===== src/pkg/csw_pkg.sv =====
package csw_pkg;

	// ------------------------------------------------------------
	// timing base
	// ------------------------------------------------------------
	localparam int CLK_PERIOD_NS = 4; // system clock period
	localparam int TICK_PERIOD_US = 1000; // shared time-base tick
	localparam int TICK_CYCLES = TICK_PERIOD_US * 1000 / CLK_PERIOD_NS; // clocks per tick
	localparam int PRE_W = 18; // prescaler width, holds tick_cycles
	localparam int RESET_HOLD_MS = 250; // reset hold after supply recovery, watchdog expiry or held-button release
	localparam int DEBOUNCE_MS = 250; // pushbutton debounce
	localparam int WD_SHORT_MS = 250; // watchdog period, select 01
	localparam int WD_MID_MS = 500; // watchdog period, select 10
	localparam int WD_LONG_MS = 1000; // watchdog period, select 11
	localparam int RESET_HOLD_TICKS = RESET_HOLD_MS * 1000 / TICK_PERIOD_US;
	localparam int DEBOUNCE_TICKS = DEBOUNCE_MS * 1000 / TICK_PERIOD_US;
	localparam int WD_SHORT_TICKS = WD_SHORT_MS * 1000 / TICK_PERIOD_US;
	localparam int WD_MID_TICKS = WD_MID_MS * 1000 / TICK_PERIOD_US;
	localparam int WD_LONG_TICKS = WD_LONG_MS * 1000 / TICK_PERIOD_US;
	localparam int CNT_W = 10; // tick counter width

	// ------------------------------------------------------------
	// register map
	// ------------------------------------------------------------
	localparam logic [7:0] CTRL_REG_OFFSET = 8'h0B; // control register
	localparam logic [7:0] WD_REG_OFFSET = 8'h0D; // watchdog_period_select
	localparam int TD_LSB = 0; // timeout_select position
	localparam int OSC_DIS_BIT = 7; // osc_disable_n position
	localparam logic [1:0] TD_RST = 2'h3; // power-up: enabled, longest period
	localparam logic OSC_DIS_RST = 1'b1; // power-up: oscillator stops in backup
	localparam logic [1:0] TD_OFF = 2'h0; // watchdog disabled
	localparam logic [1:0] TD_SHORT = 2'h1;
	localparam logic [1:0] TD_MID = 2'h2;

	// ------------------------------------------------------------
	// types
	// ------------------------------------------------------------
	typedef struct packed {
		logic wr; // one-cycle write strobe
		logic [7:0] addr; // register offset
		logic [7:0] wdata; // write data
	} csw_reg_req_t;

	typedef enum logic [6:0] {
		ST_PWR_FAIL = 7'h01, // supply out of tolerance
		ST_OSC_WAIT = 7'h02, // waiting for oscillator start
		ST_HOLD = 7'h04, // fixed reset hold
		ST_RUN = 7'h08, // reset released, monitoring
		ST_DEBOUNCE = 7'h10, // pushbutton debounce, line pulled low
		ST_CHECK = 7'h20, // line released, let it settle
		ST_WAIT_REL = 7'h40 // waiting for button release
	} csw_state_t;

endpackage : csw_pkg


===== src/core/csw_supervisor.sv =====
`timescale 1ns/1ns
// Notes on behaviour
// - supply out of tolerance drives reset low
// - hold reset 250 ms after supply recovers
// - oscillator stopped: hold also covers oscillator start
// - watch line for falling edge outside reset
// - on button edge pull line low 250 ms
// - still low: await release, then hold 250 ms
// - missed strobe within period asserts reset
// - select 00 off, 01/10/11 = 250/500/1000 ms
// - watchdog counts once reset goes inactive
// - power-up default: enabled, 1000 ms
// - strobe falling edge restarts full period
// - watchdog expiry holds reset 250 ms
// - period register bits 7..2 read zero
// - osc_disable_n one stops backup oscillator
module csw_supervisor #(
	parameter int TICK_CYC = csw_pkg::TICK_CYCLES,
	parameter int HOLD_TICKS = csw_pkg::RESET_HOLD_TICKS,
	parameter int DEB_TICKS = csw_pkg::DEBOUNCE_TICKS,
	parameter int WD_T1 = csw_pkg::WD_SHORT_TICKS,
	parameter int WD_T2 = csw_pkg::WD_MID_TICKS,
	parameter int WD_T3 = csw_pkg::WD_LONG_TICKS
) (
	input wire logic clk_in,
	input wire logic resetn_in,
	input wire logic ce_in,
	input wire logic supply_ok_in,
	input wire logic osc_ready_in,
	input wire logic watchdog_strobe_n_in,
	input wire logic rst_line_in,
	output logic rst_line_out,
	output logic rst_line_oe_n_out,
	input wire csw_pkg::csw_reg_req_t reg_req_in,
	output logic [7:0] reg_rdata_out,
	output logic osc_run_out,
	output logic reset_active_out
);

	// ------------------------------------------------------------
	// state and registers
	// ------------------------------------------------------------
	csw_pkg::csw_state_t st_q; // supervisor state
	csw_pkg::csw_state_t st_d; // next state
	logic [csw_pkg::PRE_W-1:0] pre_q; // tick prescaler
	logic tick_q; // one-cycle tick pulse
	logic [csw_pkg::CNT_W-1:0] cnt_q; // ticks spent in state
	logic [csw_pkg::CNT_W-1:0] wd_cnt_q; // watchdog ticks left
	logic [csw_pkg::CNT_W-1:0] wd_period; // reload for current select
	logic [1:0] td_q; // timeout_select
	logic osc_dis_q; // osc_disable_n
	logic osc_stopped_q; // oscillator stopped during backup
	logic line_prev_q; // previous line sample
	logic strobe_prev_q; // previous strobe sample
	logic line_fall; // pushbutton press seen
	logic line_rise; // pushbutton release seen
	logic strobe_fall; // watchdog kick
	logic wd_write; // period register written
	logic wd_wr_q; // period write seen last cycle, new select in place
	logic drive_low; // pull the line next cycle
	logic [csw_pkg::CNT_W-1:0] hold_last; // last tick of hold
	logic [csw_pkg::CNT_W-1:0] deb_last; // last tick of debounce

	assign hold_last = csw_pkg::CNT_W'(HOLD_TICKS - 1);
	assign deb_last = csw_pkg::CNT_W'(DEB_TICKS - 1);
	assign line_fall = line_prev_q && !rst_line_in;
	assign line_rise = !line_prev_q && rst_line_in;
	assign strobe_fall = strobe_prev_q && !watchdog_strobe_n_in;
	assign wd_write = reg_req_in.wr && (reg_req_in.addr == csw_pkg::WD_REG_OFFSET);

	// ------------------------------------------------------------
	// time base
	// ------------------------------------------------------------

	// prescaler makes the shared tick for every interval
	always_ff @(posedge clk_in or negedge resetn_in) begin
		if (!resetn_in) begin
			pre_q <= '0;
			tick_q <= 1'b0;
		end else if (ce_in) begin
			if (pre_q == csw_pkg::PRE_W'(TICK_CYC - 1)) begin
				pre_q <= '0;
				tick_q <= 1'b1;
			end else begin
				pre_q <= pre_q + 1'b1;
				tick_q <= 1'b0;
			end
		end
	end

	// ------------------------------------------------------------
	// registers
	// ------------------------------------------------------------

	// writable controls, power-up defaults
	always_ff @(posedge clk_in or negedge resetn_in) begin
		if (!resetn_in) begin
			td_q <= csw_pkg::TD_RST;
			osc_dis_q <= csw_pkg::OSC_DIS_RST;
		end else if (ce_in && reg_req_in.wr) begin
			// upper period bits are not stored
			if (reg_req_in.addr == csw_pkg::WD_REG_OFFSET) begin
				td_q <= reg_req_in.wdata[csw_pkg::TD_LSB +: 2];
			end else if (reg_req_in.addr == csw_pkg::CTRL_REG_OFFSET) begin
				osc_dis_q <= reg_req_in.wdata[csw_pkg::OSC_DIS_BIT];
			end
		end
	end

	// registered read port
	always_ff @(posedge clk_in or negedge resetn_in) begin
		if (!resetn_in) begin
			reg_rdata_out <= 8'h00;
		end else if (ce_in) begin
			if (reg_req_in.addr == csw_pkg::WD_REG_OFFSET) begin
				reg_rdata_out <= {6'h00, td_q};
			end else if (reg_req_in.addr == csw_pkg::CTRL_REG_OFFSET) begin
				reg_rdata_out <= {osc_dis_q, 7'h00};
			end else begin
				reg_rdata_out <= 8'h00; // other offsets live elsewhere
			end
		end
	end

	// ------------------------------------------------------------
	// oscillator control
	// ------------------------------------------------------------

	// oscillator runs on supply, or in backup unless disabled
	always_ff @(posedge clk_in or negedge resetn_in) begin
		if (!resetn_in) begin
			osc_run_out <= 1'b1;
			osc_stopped_q <= 1'b0;
		end else if (ce_in) begin
			osc_run_out <= supply_ok_in || !osc_dis_q;
			if (!supply_ok_in && osc_dis_q) begin
				osc_stopped_q <= 1'b1; // set wins over clear
			end else if (st_q == csw_pkg::ST_OSC_WAIT && osc_ready_in) begin
				osc_stopped_q <= 1'b0;
			end
		end
	end

	// ------------------------------------------------------------
	// input sampling
	// ------------------------------------------------------------

	// previous samples for edge detection
	always_ff @(posedge clk_in or negedge resetn_in) begin
		if (!resetn_in) begin
			line_prev_q <= 1'b1;
			strobe_prev_q <= 1'b1;
		end else if (ce_in) begin
			line_prev_q <= rst_line_in; // pin sampled apart from drive
			strobe_prev_q <= watchdog_strobe_n_in;
		end
	end

	// ------------------------------------------------------------
	// supervisor state machine
	// ------------------------------------------------------------

	// next-state logic, supply failure overrides all
	always_comb begin
		st_d = st_q;
		case (st_q)
			csw_pkg::ST_PWR_FAIL: begin
				if (supply_ok_in) begin
					st_d = osc_stopped_q ? csw_pkg::ST_OSC_WAIT : csw_pkg::ST_HOLD;
				end
			end
			csw_pkg::ST_OSC_WAIT: begin
				if (osc_ready_in) begin
					st_d = csw_pkg::ST_HOLD;
				end
			end
			csw_pkg::ST_HOLD: begin
				if (tick_q && cnt_q == hold_last) begin
					st_d = csw_pkg::ST_RUN;
				end
			end
			csw_pkg::ST_RUN: begin
				if (line_fall) begin
					st_d = csw_pkg::ST_DEBOUNCE;
				end else if (td_q != csw_pkg::TD_OFF && wd_cnt_q == '0 && tick_q) begin
					st_d = csw_pkg::ST_HOLD;
				end
			end
			csw_pkg::ST_DEBOUNCE: begin
				if (tick_q && cnt_q == deb_last) begin
					st_d = csw_pkg::ST_CHECK;
				end
			end
			csw_pkg::ST_CHECK: begin
				// one settle cycle after release, then look
				if (cnt_q != '0) begin
					st_d = rst_line_in ? csw_pkg::ST_RUN : csw_pkg::ST_WAIT_REL;
				end
			end
			csw_pkg::ST_WAIT_REL: begin
				if (line_rise) begin
					st_d = csw_pkg::ST_HOLD;
				end
			end
			default: st_d = csw_pkg::ST_PWR_FAIL;
		endcase
		if (!supply_ok_in) begin
			st_d = csw_pkg::ST_PWR_FAIL;
		end
	end

	// state register, power-up starts in the failed state
	always_ff @(posedge clk_in or negedge resetn_in) begin
		if (!resetn_in) begin
			st_q <= csw_pkg::ST_PWR_FAIL;
		end else if (ce_in) begin
			st_q <= st_d;
		end
	end

	// interval counter, cleared on every state change
	always_ff @(posedge clk_in or negedge resetn_in) begin
		if (!resetn_in) begin
			cnt_q <= '0;
		end else if (ce_in) begin
			if (st_d != st_q) begin
				cnt_q <= '0;
			end else if (st_q == csw_pkg::ST_CHECK) begin
				cnt_q <= csw_pkg::CNT_W'(1); // settle marker
			end else if (tick_q && cnt_q != '1) begin
				cnt_q <= cnt_q + 1'b1;
			end
		end
	end

	// ------------------------------------------------------------
	// watchdog
	// ------------------------------------------------------------

	// period from timeout_select
	always_comb begin
		case (td_q)
			csw_pkg::TD_SHORT: wd_period = csw_pkg::CNT_W'(WD_T1);
			csw_pkg::TD_MID: wd_period = csw_pkg::CNT_W'(WD_T2);
			default: wd_period = csw_pkg::CNT_W'(WD_T3);
		endcase
	end

	// delayed write flag, so the reload sees the newly written select
	always_ff @(posedge clk_in or negedge resetn_in) begin
		if (!resetn_in) begin
			wd_wr_q <= 1'b0;
		end else if (ce_in) begin
			wd_wr_q <= wd_write;
		end
	end

	// countdown only while reset is inactive
	always_ff @(posedge clk_in or negedge resetn_in) begin
		if (!resetn_in) begin
			wd_cnt_q <= csw_pkg::CNT_W'(WD_T3);
		end else if (ce_in) begin
			if (st_q != csw_pkg::ST_RUN || strobe_fall || wd_wr_q) begin
				wd_cnt_q <= wd_period;
			end else if (tick_q && wd_cnt_q != '0 && td_q != csw_pkg::TD_OFF) begin
				wd_cnt_q <= wd_cnt_q - 1'b1;
			end
		end
	end

	// ------------------------------------------------------------
	// reset line drive
	// ------------------------------------------------------------

	assign drive_low = !supply_ok_in || (st_d != csw_pkg::ST_RUN && st_d != csw_pkg::ST_CHECK
		&& st_d != csw_pkg::ST_WAIT_REL);

	// open-drain: level is fixed low, only enable moves
	always_ff @(posedge clk_in or negedge resetn_in) begin
		if (!resetn_in) begin
			rst_line_out <= 1'b0;
			rst_line_oe_n_out <= 1'b0;
			reset_active_out <= 1'b1;
		end else if (ce_in) begin
			rst_line_out <= 1'b0;
			rst_line_oe_n_out <= !drive_low;
			reset_active_out <= drive_low;
		end
	end
endmodule : csw_supervisor


===== config.mk =====
export PLATFORM = sky130hd
export DESIGN_NAME = csw_supervisor
export DESIGN_NICKNAME = d
export VERILOG_FILES = /design/src/pkg/csw_pkg.sv /design/src/core/csw_supervisor.sv
export SDC_FILE = /design/constraint.sdc
export NUM_CORES = 1
export LEC_CHECK = 0
export ABC_AREA = 1
export BUFFER_PORTS_ARGS = -buffer_cell sky130_fd_sc_hd__buf_2
export CAP_MARGIN = 15
export CORE_MARGIN = 1
export CORE_UTILIZATION = 50
export DETAILED_ROUTE_END_ITERATION = 10
export PLACE_DENSITY = 0.69
export SETUP_SLACK_MARGIN = 0.1
export SLEW_MARGIN = 20
export SYNTH_ARGS = -nofsm -noshare
export SYNTH_HDL_FRONTEND = slang
export SYNTH_SLANG_ARGS = --single-unit

===== constraint.sdc =====
create_clock -name clk_in -period 5.55 [get_ports clk_in]
set_clock_uncertainty 0.2 [all_clocks]
set_input_delay 1.11 -clock clk_in [delete_from_list [all_inputs] [get_ports clk_in]]
set_output_delay 1.11 -clock clk_in [all_outputs]
set_load 0.05 [all_outputs]

# == Word level (Yosys, flattened, before mapping) ==
# Index checks and enable logic that the tools add are counted.
# classes
bitwise_logic,1
n_eq_ne,19
n_reduce_logical,37
addsub,3
mux,23
# op_table
cell,count
$mux W7,9
$mux W10,5
$pmux W7 S7,1
$pmux W10 S2,1
$reduce_bool A10 Y1,2
$add A18 B1 Y18 const B,1
$eq A18 B18 Y1 const B,1
$mux W18,1
$eq A8 B4 Y1 const B,2
$mux W8,2
$logic_and A1 B1 Y1,15
$ne A7 B4 Y1 const B,2
$add A10 B1 Y10 const B,1
$eq A10 B8 Y1 const B,1
$logic_not A10 Y1,1
$ne A10 B10 Y1 const B,1
$sub A10 B1 Y10 const B,1
$reduce_and A2 Y1,4
$eq A7 B1 Y1 const B,1
$eq A7 B2 Y1 const B,1
$eq A7 B3 Y1 const B,1
$eq A7 B4 Y1 const B,1
$eq A7 B5 Y1 const B,1
$eq A7 B6 Y1 const B,1
other kinds (14),26
# totals
inputBits,24
register_bits,64
elab_cells,98
output_inout_bits,12

# == Depth between registers and ports, before layout ==
# Gate-level depths: netlist (run 1).
# logic_depth
word_depth,12
ltp_mapped,17
depth_no_buf,17

# == Least setup slack after synthesis (run 1) ==
# OpenSTA, ideal clock, no wires.
# synth_timing
path_kind,input port to flip-flop
startpoint,input port ce_in
endpoint,register pre_q[13] in the netlist's numbering
setup_ns,0.118
arrival_time_ns,2.182
slack_ns,3.050
t_required_ns,5.232
stages,9
path_buffers,0
cell_sequence,inv_2 -> nor2_1 -> inv_1 -> nor2_1 -> nand4_1 -> nor4_1 -> nand3_1 -> xor2_1 -> inv_1
# synth_lines
item,line,rtl
start: declaration,csw_supervisor.sv:27,"input wire logic ce_in,"
end signal: assignment,csw_supervisor.sv:85,pre_q <= pre_q + 1'b1;
end: declaration,csw_supervisor.sv:45,logic [csw_pkg::PRE_W-1:0] pre_q;

# == Final worst setup path (run 1) ==
# layout_timing
startpoint,input port ce_in
endpoint,register wd_cnt_q[9] in the netlist's numbering
# layout_between
elab_chain_cells,1
# layout_rtl
item,line,rtl
$reduce_and A2 Y1 (no source line),-,
end signal: assignment,csw_supervisor.sv:261,wd_cnt_q <= csw_pkg::CNT_W'(WD_T3);
end signal: assignment,csw_supervisor.sv:264,wd_cnt_q <= wd_period;
end signal: assignment,csw_supervisor.sv:266,wd_cnt_q <= wd_cnt_q - 1'b1;
end: declaration,csw_supervisor.sv:48,logic [csw_pkg::CNT_W-1:0] wd_cnt_q;
# No other way between the ends.
# A chain may end at the register's enable or synchronous reset.

==> summary.md, run 1 <==
| Metric | Value |
|---|---|
| Outcome | completed |
| Int Power | ~0.00080 W |
| Area grow syn2layout | 10.3% |
| Worst endpoint required time | roughly 5.6 ns |
| Slew @ Worst Pin | slightly above 0.9 ns |
| Clock power share | about 34% |
| Avg Inst Size Synth | around 7 µm² |
| H-tree depth | 3 |
| Critical path cell sequence | buf_2 > buf_4 > inv_2 > a21oi_1 > inv_1 > a21oi_1 > o31ai_1 > o21ai_0 |
| Global-route wire length before repair | 13,600 µm |
| Pre-CTS WS | 2.08 ns |
| Crit path DAT | approximately 3.2 ns |
| CTS clk-pin slew, worst paths | around 0.070 ns |
| Final Hold Violating Endpoints | 0 |
| Worst Setup Slack, final | ~2.4 ns |
| Routed len/inst | 12.1 µm |
| Top delay family on crit path | compound AO/OA/AOI/OAI gates |
| First-pass iteration count of the detailed router | 4 |
| GRT overflow | 0 |
| Peak Freq | 319 MHz |
| Most frequent CP cell | a21oi_1 |
| Max cap viols | 0 |
| Number of flops mapped to enable cells by yosys | 0 |
| Die Y | between 80 and 90 µm |
| YS warnings | 0 |
| Post-synthesis sequential area ratio | 39.5% |
| Sw Ratio | around a third |
| Max IR drop VDD | 0.165 mV |
| CTS Hold Bufs | 0 |
| Top-level I/O count | 36 |
| Crit path kind | in -> reg |
| Post-route ant nets | 0 |
| Comb pwr share | around 22% |
| Routed wire length | around 8000 µm |
| P_sw | a little over 0.0004 W |
| Share of post-route cells with drive strength above 1 | approximately 14% |
| Asr flop ratio synth | 100% |
| GP Congestion | 0.909 |
| Most frequent cells in the layout | nand2_1 (134), inv_1 (76), nor2_1 (58) |
| Die Wd | between 80 and 90 µm |
| CTS tree | done |
| RSZ-0062 raised after global routing | no |
| CTS Buffer Depth | 2 |
| Post-Synthesis Cells | 531 |
| Setup TNS | 0 ns |
| Yosys cell types | 42 |
| Largest net degree at the start of global routing | 60 |
| Post-DP HPWL | around 5800 µm |
| GRT Total Usage | approximately 23% |
| Initial antenna violation count | 0 |
| Reg power frac | between 40% and 50% |
| Post-CTS Resized | 0 |
| Commonest non-fill, non-tap cell in the layout | nand2_1 |
| Root Driver | clkbuf_8 |
| Slew headroom | 39.3% |
| Sink Count | between 50 and 60 |
| Hold Path Class | reg -> reg |
| Synthesized flop and latch total | 59 |
| Final setup viols | 0 |
| Clock period minus worst slack | 3.14 ns |
| Die Area | 7920 µm² |
| Vias in the first global route | 3,136 |
| FP Rows | 31 |
| Clock latency at the later pin of the worst-skew pair | 0.35 ns |
| Cts bufs inserted | 9 |
| Mapped Area | 3780 µm² |
| Ant. Diodes | 0 |
| Worst path slowest cell | a21oi_1 |
| CP Max Fanout | 30 |
| CP startpoint kind | primary input |
| Post-CTS Setup Inserts | 0 |
| Slew Limit Fails | 0 |
| Critical path endpoint category | flop |
| Lkg Pwr | 2.09 nW |
| Bufs and invs on worst path | 4 |
| Drt drc | 0 |
| Tcrit/Tclk final | a little under three fifths |
| # port buffers | 24 |
| Slowest stage delay, CP | 0.76 ns |
| Top_reg_cell synth | dfrtp_1 |
| Power Dens Cells | 288 nW/µm² |
| Initial core utilization | between 50% and 60% |
| Final nets | between 500 and 600 |
| Vias per cell | between 5 and 6 |
| DRT iter0 DRCs | 150 |
| Core Region | 7290 µm² |
| Vias post-DR | around 3,400 |
-- layout make-up --
class                           instances  area, µm²
Fill cell                             711       3120
Multi-Input combinational cell        380       1910
Sequential cell                        59       1490
Inverter                               83        312
Clock buffer                           14        163
Timing Repair Buffer                   26        135
Tap cell                               99        124
Clock inverter                          2       35.0
-- registers in the layout, indices dropped and copies added (netlist names), 2 cells and up --
register and cells:
pre_q 18, st_q 7, wd_cnt_q 10, td_q 2, cnt_q 10, reg_rdata_out 3
-- worst reg2reg max path: stages, from the launching register on --
cell     delay (ns)
dfstp_2        0.56
inv_1          0.09
ha_1           0.20
nor2_1         0.13
nand3_1        0.18
nand2_1        0.10
nand2_1        0.05
nand3_1        0.08
nand2_1        0.07
nand2_1        0.06
nand2_1        0.05
nor2_2         0.16
nand4_2        0.32
nand2_2        0.30
nand2_1        0.08
nand2_1        0.06
-- per-stage QoR --
step	hold WS [ns]	util, %	power (W)	std cells	cell area [µm²]
after detailed placement	0.257	54.6	0.000799	647	3980
after CTS	0.267	57.3	0.00121	663	4180
after floorplan	0.253	-	0.000735	536	3800
after global placement	0.255	54.6	0.000791	647	3980
after global routing	0.283	57.3	0.00128	663	4180
final	0.265	57.3	0.00120	663	4180
-- cells in the mapped netlist, types with 2 or more instances --
cell        n  area [µm²]
a21oi_1    10        50.1
a31oi_1     2        12.5
buf_4       6        45.0
clkbuf_1    5        18.8
dfrtp_1    45        1130
dfstp_2    14         368
ha_1       11         138
inv_1      76         285
inv_2       6        22.5
mux2_2      2        22.5
nand2_1   134         503
nand2_2     4        25.0
nand3_1    50         250
nand4_1    12        75.1
nor2_1     58         218
nor2_2      3        18.8
nor2_4      3        33.8
nor3_1     14        70.1
nor4_1      9        56.3
o211ai_1    2        15.0
o21a_1      2        15.0
o21ai_0    27         135
o21bai_1    2        15.0
o31ai_1     5        37.5
or2_2       4        25.0
xnor2_1     2        17.5
xor2_1      8        70.1
-- power by group through the flow --
stage	Combinational, W	Clock [W]	Sequential (W)
floorplan	0.000202	0	0.000533
detailed placement	0.000261	0	0.000538
global route	0.000307	0.000433	0.000539
global placement	0.000254	0	0.000536
finish	0.000264	0.000406	0.000533
CTS	0.000266	0.000412	0.000532
-- path summary, 6_finish.rpt --
kind | slack (ns) | cells after the start | from | endpoint
setup / recovery | 2.41 | 8 | ce_in | wd_cnt_q[9]
hold / removal | 0.26 | 2 | reset_active_out | reset_active_out
setup reg to reg | 2.79 | 15 | td_q[0] | cnt_q[9]
hold reg to reg | 0.26 | 2 | reset_active_out | reset_active_out
max in group asynchronous | 3.95 | 2 | resetn_in | st_q[1]
min in group asynchronous | 0.71 | 2 | resetn_in | wd_cnt_q[4]
-- cells by family (layout without fill, tap and decap cells) --
| logic type | after synthesis | after routing | share of synthesized area [%] |
|---|---|---|---|
| buffers and inverters | 97 | 125 | 10.4 |
| flip-flops | 59 | 59 | 39.5 |
| other | 1 | 6 | 0.0991 |
| AO/OA/AOI/OAI | 54 | 54 | 8.26 |
| XOR/XNOR | 10 | 10 | 2.31 |
| adder cells (fa/ha/maj) | 11 | 11 | 3.64 |
| AND/OR/NAND/NOR | 297 | 297 | 35.2 |
| multiplexers | 2 | 2 | 0.595 |
-- metal layers --
metal | share of wire, % | vias up | track usage, %
met5 | 0 | - | 0
met4 | 1.9 | 0 | 8.66
met3 | 4.0 | 13 | 6.00
met2 | 46 | 64 | 36.7
met1 | 48 | 1569 | 28.9
li1 | - | 1757 | -
No activity file was read; power rests on OpenSTA's default activity.
==> run 2, diff against run 1 <==
Clock period 5.55 ns to 3 ns, I/O delays scaled along.
==> summary.md, run 2 (synthesized netlist as in run 1, its figures left out) <==
| Metric | Value |
|---|---|
| Final nets | 596 (was 594) |
| Commonest non-fill, non-tap cell in the layout | nand2_1 (unchanged) |
| CTS Buffer Depth | 2 (unchanged) |
| CP Max Fanout | 11 (was 30) |
| Most frequent CP cell | nand2_1 (was a21oi_1) |
| Crit path kind | reg -> reg (was in -> reg) |
| Hold Path Class | in -> async (was reg -> reg) |
| FP Rows | 31 (unchanged) |
| Vias in the first global route | 3,125 (was 3,136) |
| Lkg Pwr | 2.13 nW (was 2.09 nW) |
| First-pass iteration count of the detailed router | 4 (unchanged) |
| Finished layout cell area | 4250 µm² (was 4180 µm²) |
| Final Hold Violating Endpoints | 0 (unchanged) |
| Routed len/inst | 12.0 µm (was 12.1 µm) |
| Ant. Diodes | 0 (unchanged) |
| Post-DP HPWL | 5730 µm (was 5750 µm) |
| Routed wire length | 7950 µm (was 8030 µm) |
| Slowest stage delay, CP | 0.56 ns (was 0.76 ns) |
| Die Wd | 89.0 µm (unchanged) |
| Crit path DAT | 2.66 ns (was 3.21 ns) |
| Max IR drop VDD | 0.361 mV (was 0.165 mV) |
| Top-level I/O count | 36 (unchanged) |
| GRT Total Usage | 22.4% (was 22.6%) |
| CTS Hold Bufs | 0 (unchanged) |
| Biggest registers after layout | pre_q: 18 flops, cnt_q: 10 flops, wd_cnt_q: 10 flops (unchanged) |
| Fin cells | 665 (was 663) |
| Vias post-DR | 3,334 (was 3,403) |
| Max reg flops | 18 (unchanged) |
| Slew @ Worst Pin | 0.744 ns (was 0.911 ns) |
| Area grow syn2layout | 12.2% (was 10.3%) |
| Int Power | 0.00159 W (was 0.000799 W) |
| Critical path cell sequence | inv_1 > ha_1 > nor2_1 > nand3_1 > nand2_1 > nand2_1 > nand3_1 > nand2_1 > nand2_1 > nand2_1 > nor2_2 > nand4_4 > nand2_4 > nand2_1 > nand2_1 (was buf_2 > buf_4 > inv_2 > a21oi_1 > inv_1 > a21oi_1 > o31ai_1 > o21ai_0) |
| Bufs and invs on worst path | 1 (was 4) |
| Most frequent cells in the layout | nand2_1 (134), inv_1 (76), nor2_1 (58) (unchanged) |
| Tcrit/Tclk final | a little under nine tenths |
| Clock latency at the later pin of the worst-skew pair | 0.34 ns (was 0.35 ns) |
| Core Region | 7290 µm² (unchanged) |
| CP startpoint kind | flop (was primary input) |
| Final setup viols | 0 (unchanged) |
| Reg2reg setup slack | 0.42 ns (was 2.79 ns) |
| Outcome | completed (unchanged) |
| Final Util | 58.2% (was 57.3%) |
| Clock period minus worst slack | 2.58 ns |
| DRT iter0 DRCs | 153 (was 150) |
| Slew headroom | 50.4% (was 39.3%) |
| Global-route wire length before repair | 13,700 µm (was 13,600 µm) |
| Die Y | 89.0 µm (unchanged) |
| Post-Place Cells | 649 (was 647) |
| Share of post-route cells with drive strength above 1 | 14.7% (was 14.0%) |
| Clock power share | 37.2% (was 33.7%) |
| # port buffers | 24 (unchanged) |
| Sw Ratio | 32.3% (was 33.6%) |
| CTS tree | done (unchanged) |
| Slew Limit Fails | 0 (unchanged) |
| Post-CTS Resized | 0 (unchanged) |
| Critical path endpoint category | flop (unchanged) |
| Peak Freq | 388 MHz |
| Initial antenna violation count | 0 (unchanged) |
| Die Area | 7920 µm² (unchanged) |
| Initial core utilization | 51.9% (unchanged) |
| Setup TNS | 0 ns (unchanged) |
| P_sw | 0.000757 W (was 0.000404 W) |
| Cts bufs inserted | 9 (unchanged) |
| Post-route ant nets | 0 (unchanged) |
| Post-CTS Setup Inserts | 0 (unchanged) |
| Drt drc | 0 (unchanged) |
| CTS clk-pin slew, worst paths | 0.07 ns (about the same) |
| Root Driver | clkbuf_8 (unchanged) |
| H-tree depth | 3 (unchanged) |
| Reg power frac | 41.9% (was 44.3%) |
| Worst path slowest cell | dfstp_2 (was a21oi_1) |
| GRT overflow | 0 (unchanged) |
| GP Congestion | 0.904 (was 0.909) |
| Largest reg by FF count | pre_q (unchanged) |
| Sink Count | 59 (unchanged) |
| RSZ-0062 raised after global routing | no (unchanged) |
| Largest net degree at the start of global routing | 60 (unchanged) |
| Placed cell area | 3990 µm² (was 3980 µm²) |
| Vias per cell | 5.01 (was 5.13) |
| Max cap viols | 0 (unchanged) |
| Top delay family on crit path | simple AND/OR/NAND/NOR gates (was compound AO/OA/AOI/OAI gates) |
| Worst endpoint required time | 3.08 ns (was 5.62 ns) |
| Power Dens Cells | 553 nW/µm² (was 288 nW/µm²) |
| Overall power | 0.00235 W (was 0.00120 W) |
| Comb pwr share | 20.9% (was 22.0%) |
run 2: power groups by stage:
| stage | clock network [W] | logic [W] | registers [W] |
|---|---|---|---|
| after floorplan | 0 | 0.000373 | 0.000986 |
| after global placement | 0 | 0.000471 | 0.000991 |
| after detailed placement | 0 | 0.000485 | 0.000994 |
| after CTS | 0.000887 | 0.000486 | 0.000982 |
| after global routing | 0.000928 | 0.000579 | 0.000996 |
| final | 0.000873 | 0.000489 | 0.000984 |
run 2: path summary, 6_finish.rpt:
| kind | cells after the start | start | end |
|---|---|---|---|
| max reg2reg | 15 | td_q[0] | cnt_q[9] |
| min | 2 | resetn_in | wd_cnt_q[1] |
| max in group asynchronous | 2 | resetn_in | cnt_q[9] |
| min reg2reg | 2 | reset_active_out | reset_active_out |
| min in group clk_in | 3 | reg_req_in[7] | osc_dis_q |
| max | 15 | td_q[0] | cnt_q[9] |
run 2: final cells by class:
| cell class | instances | area, µm² |
|---|---|---|
| fillers | 686 | 3050 |
| multi-input cells | 380 | 1930 |
| flip-flops and latches | 59 | 1490 |
| inverters | 83 | 312 |
| clock buffers | 13 | 169 |
| repair buffers | 28 | 150 |
| well taps | 99 | 124 |
| clock inverters | 3 | 68.8 |
run 2: routing by layer:
metal	wire length (µm)	part of all wire (%)	up-vias	global-route usage [%]
li1	-	-	1751	-
met3	288	3.6	4	4.71
met5	0	0	-	0
met1	3890	49	1524	29.3
met4	41	0.52	0	7.65
met2	3730	47	55	37.3
run 2: metrics by stage:
stage	hold WS (ns)	setup slack [ns]
after CTS	0.228	0.238
after floorplan	0.104	0.832
after detailed placement	0.263	0.258
after global placement	0.254	0.305
final	0.190	0.420
after global routing	0.259	0.128
==> run 3, diff against run 2 <==
Settings changed: BUFFER_PORTS_ARGS -buffer_cell sky130_fd_sc_hd__buf_2 to not set, DONT_BUFFER_PORTS set to 1, PLACE_DENSITY 0.69 to 0.65.
==> summary.md, run 3 (synthesized netlist as in run 1, its figures left out) <==
| Metric | Value |
|---|---|
| Hold endpoint | st_q[0] |
| Vias per cell | 5.14 (was 5.01) |
| GRT overflow | 0 (unchanged) |
| Core Region | 7290 µm² (unchanged) |
| Top-level I/O count | 36 (unchanged) |
| Finished layout cell area | 4160 µm² (was 4250 µm²) |
| Routed wire length | 7910 µm (was 7950 µm) |
| Global-route wire length before repair | 13,600 µm (was 13,700 µm) |
| Ant. Diodes | 0 (unchanged) |
| Routed len/inst | 12.4 µm (was 12.0 µm) |
| Placed cell area | 3840 µm² (was 3990 µm²) |
| Initial core utilization | 51.9% (unchanged) |
| Post-DP HPWL | 5660 µm (was 5730 µm) |
| FP Rows | 31 (unchanged) |
| Die Y | 89.0 µm (unchanged) |
| Worst endpoint required time | 3.07 ns (was 3.08 ns) |
| First-pass iteration count of the detailed router | 4 (unchanged) |
| Vias post-DR | 3,285 (was 3,334) |
| Slew @ Worst Pin | 0.541 ns (was 0.744 ns) |
| Vias in the first global route | 3,018 (was 3,125) |
| Die Area | 7920 µm² (unchanged) |
| Final Hold Violating Endpoints | 0 (unchanged) |
| Crit path DAT | 2.66 ns (about the same) |
| Clock latency at the later pin of the worst-skew pair | 0.33 ns (was 0.34 ns) |
| GP Congestion | 0.917 (was 0.904) |
| GRT Total Usage | 22.4% (about the same) |
| RSZ-0062 raised after global routing | no (unchanged) |
| Critical R2R Launch | td_q[0] (unchanged) |
| Crit path kind | reg -> reg (unchanged) |
| Slew headroom | 63.7% (was 50.4%) |
| Cell depth of the worst min-delay path | 1 |
| Sink Count | 59 (unchanged) |
| DRT iter0 DRCs | 145 (was 153) |
| Max IR drop VDD | 0.294 mV (was 0.361 mV) |
| CTS tree | done (unchanged) |
| Final Util | 57.0% (was 58.2%) |
| Die Wd | 89.0 µm (unchanged) |
| Final setup viols | 0 (unchanged) |
| Initial antenna violation count | 0 (unchanged) |
| Setup TNS | 0 ns (unchanged) |
| Reg2Reg Depth | 15 (unchanged) |
| Outcome | completed (unchanged) |
| Drt drc | 0 (unchanged) |
| Hold_ws | 0.139 ns (was 0.190 ns) |
| Tcrit/Tclk final | 86.2% (was 86.0%) |
| Largest net degree at the start of global routing | 60 (unchanged) |
| Critical path endpoint category | flop (unchanged) |
| Slew Limit Fails | 0 (unchanged) |
| Largest reg by FF count | pre_q (unchanged) |
| Max cap viols | 0 (unchanged) |
| Reg2reg setup slack | 0.41 ns (was 0.42 ns) |
| Most frequent cells in the layout | nand2_1 (134), inv_1 (76), nor2_1 (58) (unchanged) |
| H-tree depth | 3 (unchanged) |
| Lkg Pwr | 2.04 nW (was 2.13 nW) |
| Hold Path Class | in -> reg (was in -> async) |
| Root Driver | clkbuf_8 (unchanged) |
| Max reg flops | 18 (unchanged) |
| Cts bufs inserted | 9 (unchanged) |
| CP startpoint kind | flop (unchanged) |
| Commonest non-fill, non-tap cell in the layout | nand2_1 (unchanged) |
| HP Start | ce_in |
| Final nets | 570 (was 596) |
| Biggest registers after layout | pre_q: 18 flops, cnt_q: 10 flops, wd_cnt_q: 10 flops (unchanged) |
| Share of post-route cells with drive strength above 1 | 10.7% (was 14.7%) |
| Reg-to-Reg End | cnt_q[7] (was cnt_q[9]) |
| Clock period minus worst slack | 2.59 ns (was 2.58 ns) |
| CTS Buffer Depth | 2 (unchanged) |
| CTS clk-pin slew, worst paths | 0.07 ns (about the same) |
| Area grow syn2layout | 9.88% (was 12.2%) |
| Power Dens Cells | 574 nW/µm² (was 553 nW/µm²) |
| CP Max Fanout | 11 (unchanged) |
| Post-route ant nets | 0 (unchanged) |
| Post-CTS Setup Inserts | 0 (unchanged) |
| Filler cells | 684 (was 686) |
| # port buffers | 0 (was 24) |
| Peak Freq | 387 MHz (was 388 MHz) |
-- run 3: cell types whose count changed in the layout (fill, tap and decap cells not counted), sizes merged --
cell / delta
buf: -27
bufinv: +1
clkbuf: -1
dlygate4sd3: +1
-- run 3: power by group --
part           internal [W]  switching (W)  total [W]
sequential         0.000897      0.0000978   0.000995
clock              0.000619       0.000321   0.000940
combinational      0.000146       0.000306   0.000452
total               0.00166       0.000725    0.00239
-- run 3: critical path: stages, from the launching register on --
cell     delay [ns]
dfstp_2        0.56
inv_1          0.09
ha_1           0.20
nor2_1         0.14
nand3_1        0.19
nand2_1        0.11
nand2_1        0.05
nand3_1        0.09
nand2_1        0.07
nand2_1        0.06
nand2_1        0.06
nor2_2         0.16
nand4_4        0.23
nand2_4        0.20
nand2_1        0.07
nand2_1        0.05
-- run 3: worst max-delay path by stage --
stage                        to  cells after the start  slack, ns    start
floorplan              cnt_q[0]                     15       0.83  td_q[0]
global placement    wd_cnt_q[9]                      9       0.32  td_q[0]
detailed placement  wd_cnt_q[9]                      9       0.29  td_q[0]
CTS                 wd_cnt_q[9]                      9       0.30  td_q[0]
global route           cnt_q[8]                     15       0.19  td_q[0]
finish                 cnt_q[7]                     15       0.41  td_q[0]
-- run 3: through the flow --
stage	worst slack (ns)	cells	power [W]
after global placement	0.323	621	0.00142
after global routing	0.188	639	0.00253
after floorplan	0.832	536	0.00136
after detailed placement	0.289	621	0.00143
after CTS	0.297	639	0.00240
final	0.413	639	0.00239
-- run 3: layer usage --
| metal | wire length [µm] | GRT usage, % | vias to the layer above | part of all wire (%) |
|---|---|---|---|---|
| met5 | 0 | 0 | - | 0 |
| met4 | 104 | 9.81 | 0 | 1.3 |
| met3 | 388 | 5.17 | 8 | 4.9 |
| met2 | 3600 | 34.8 | 68 | 46 |
| met1 | 3810 | 30.0 | 1506 | 48 |
| li1 | - | - | 1703 | - |
-- run 3: repair_timing --
item	4_1_cts	5_1_grt
endpoints found under the setup margin	0	14
resized for setup	0	3
hold buffers	2	0
hold endpoints to repair	59	0
-- run 3: layout make-up --
| type | instances | area [µm²] | share of cell area (%) |
|---|---|---|---|
| Multi-Input combinational cell | 380 | 1930 | 46.4 |
| Sequential cell | 59 | 1490 | 35.9 |
| Inverter | 83 | 312 | 7.49 |
| Clock buffer | 12 | 165 | 3.97 |
| Tap cell | 99 | 124 | 2.98 |
| Clock inverter | 4 | 95.1 | 2.29 |
| Timing Repair Buffer | 2 | 37.5 | 0.903 |
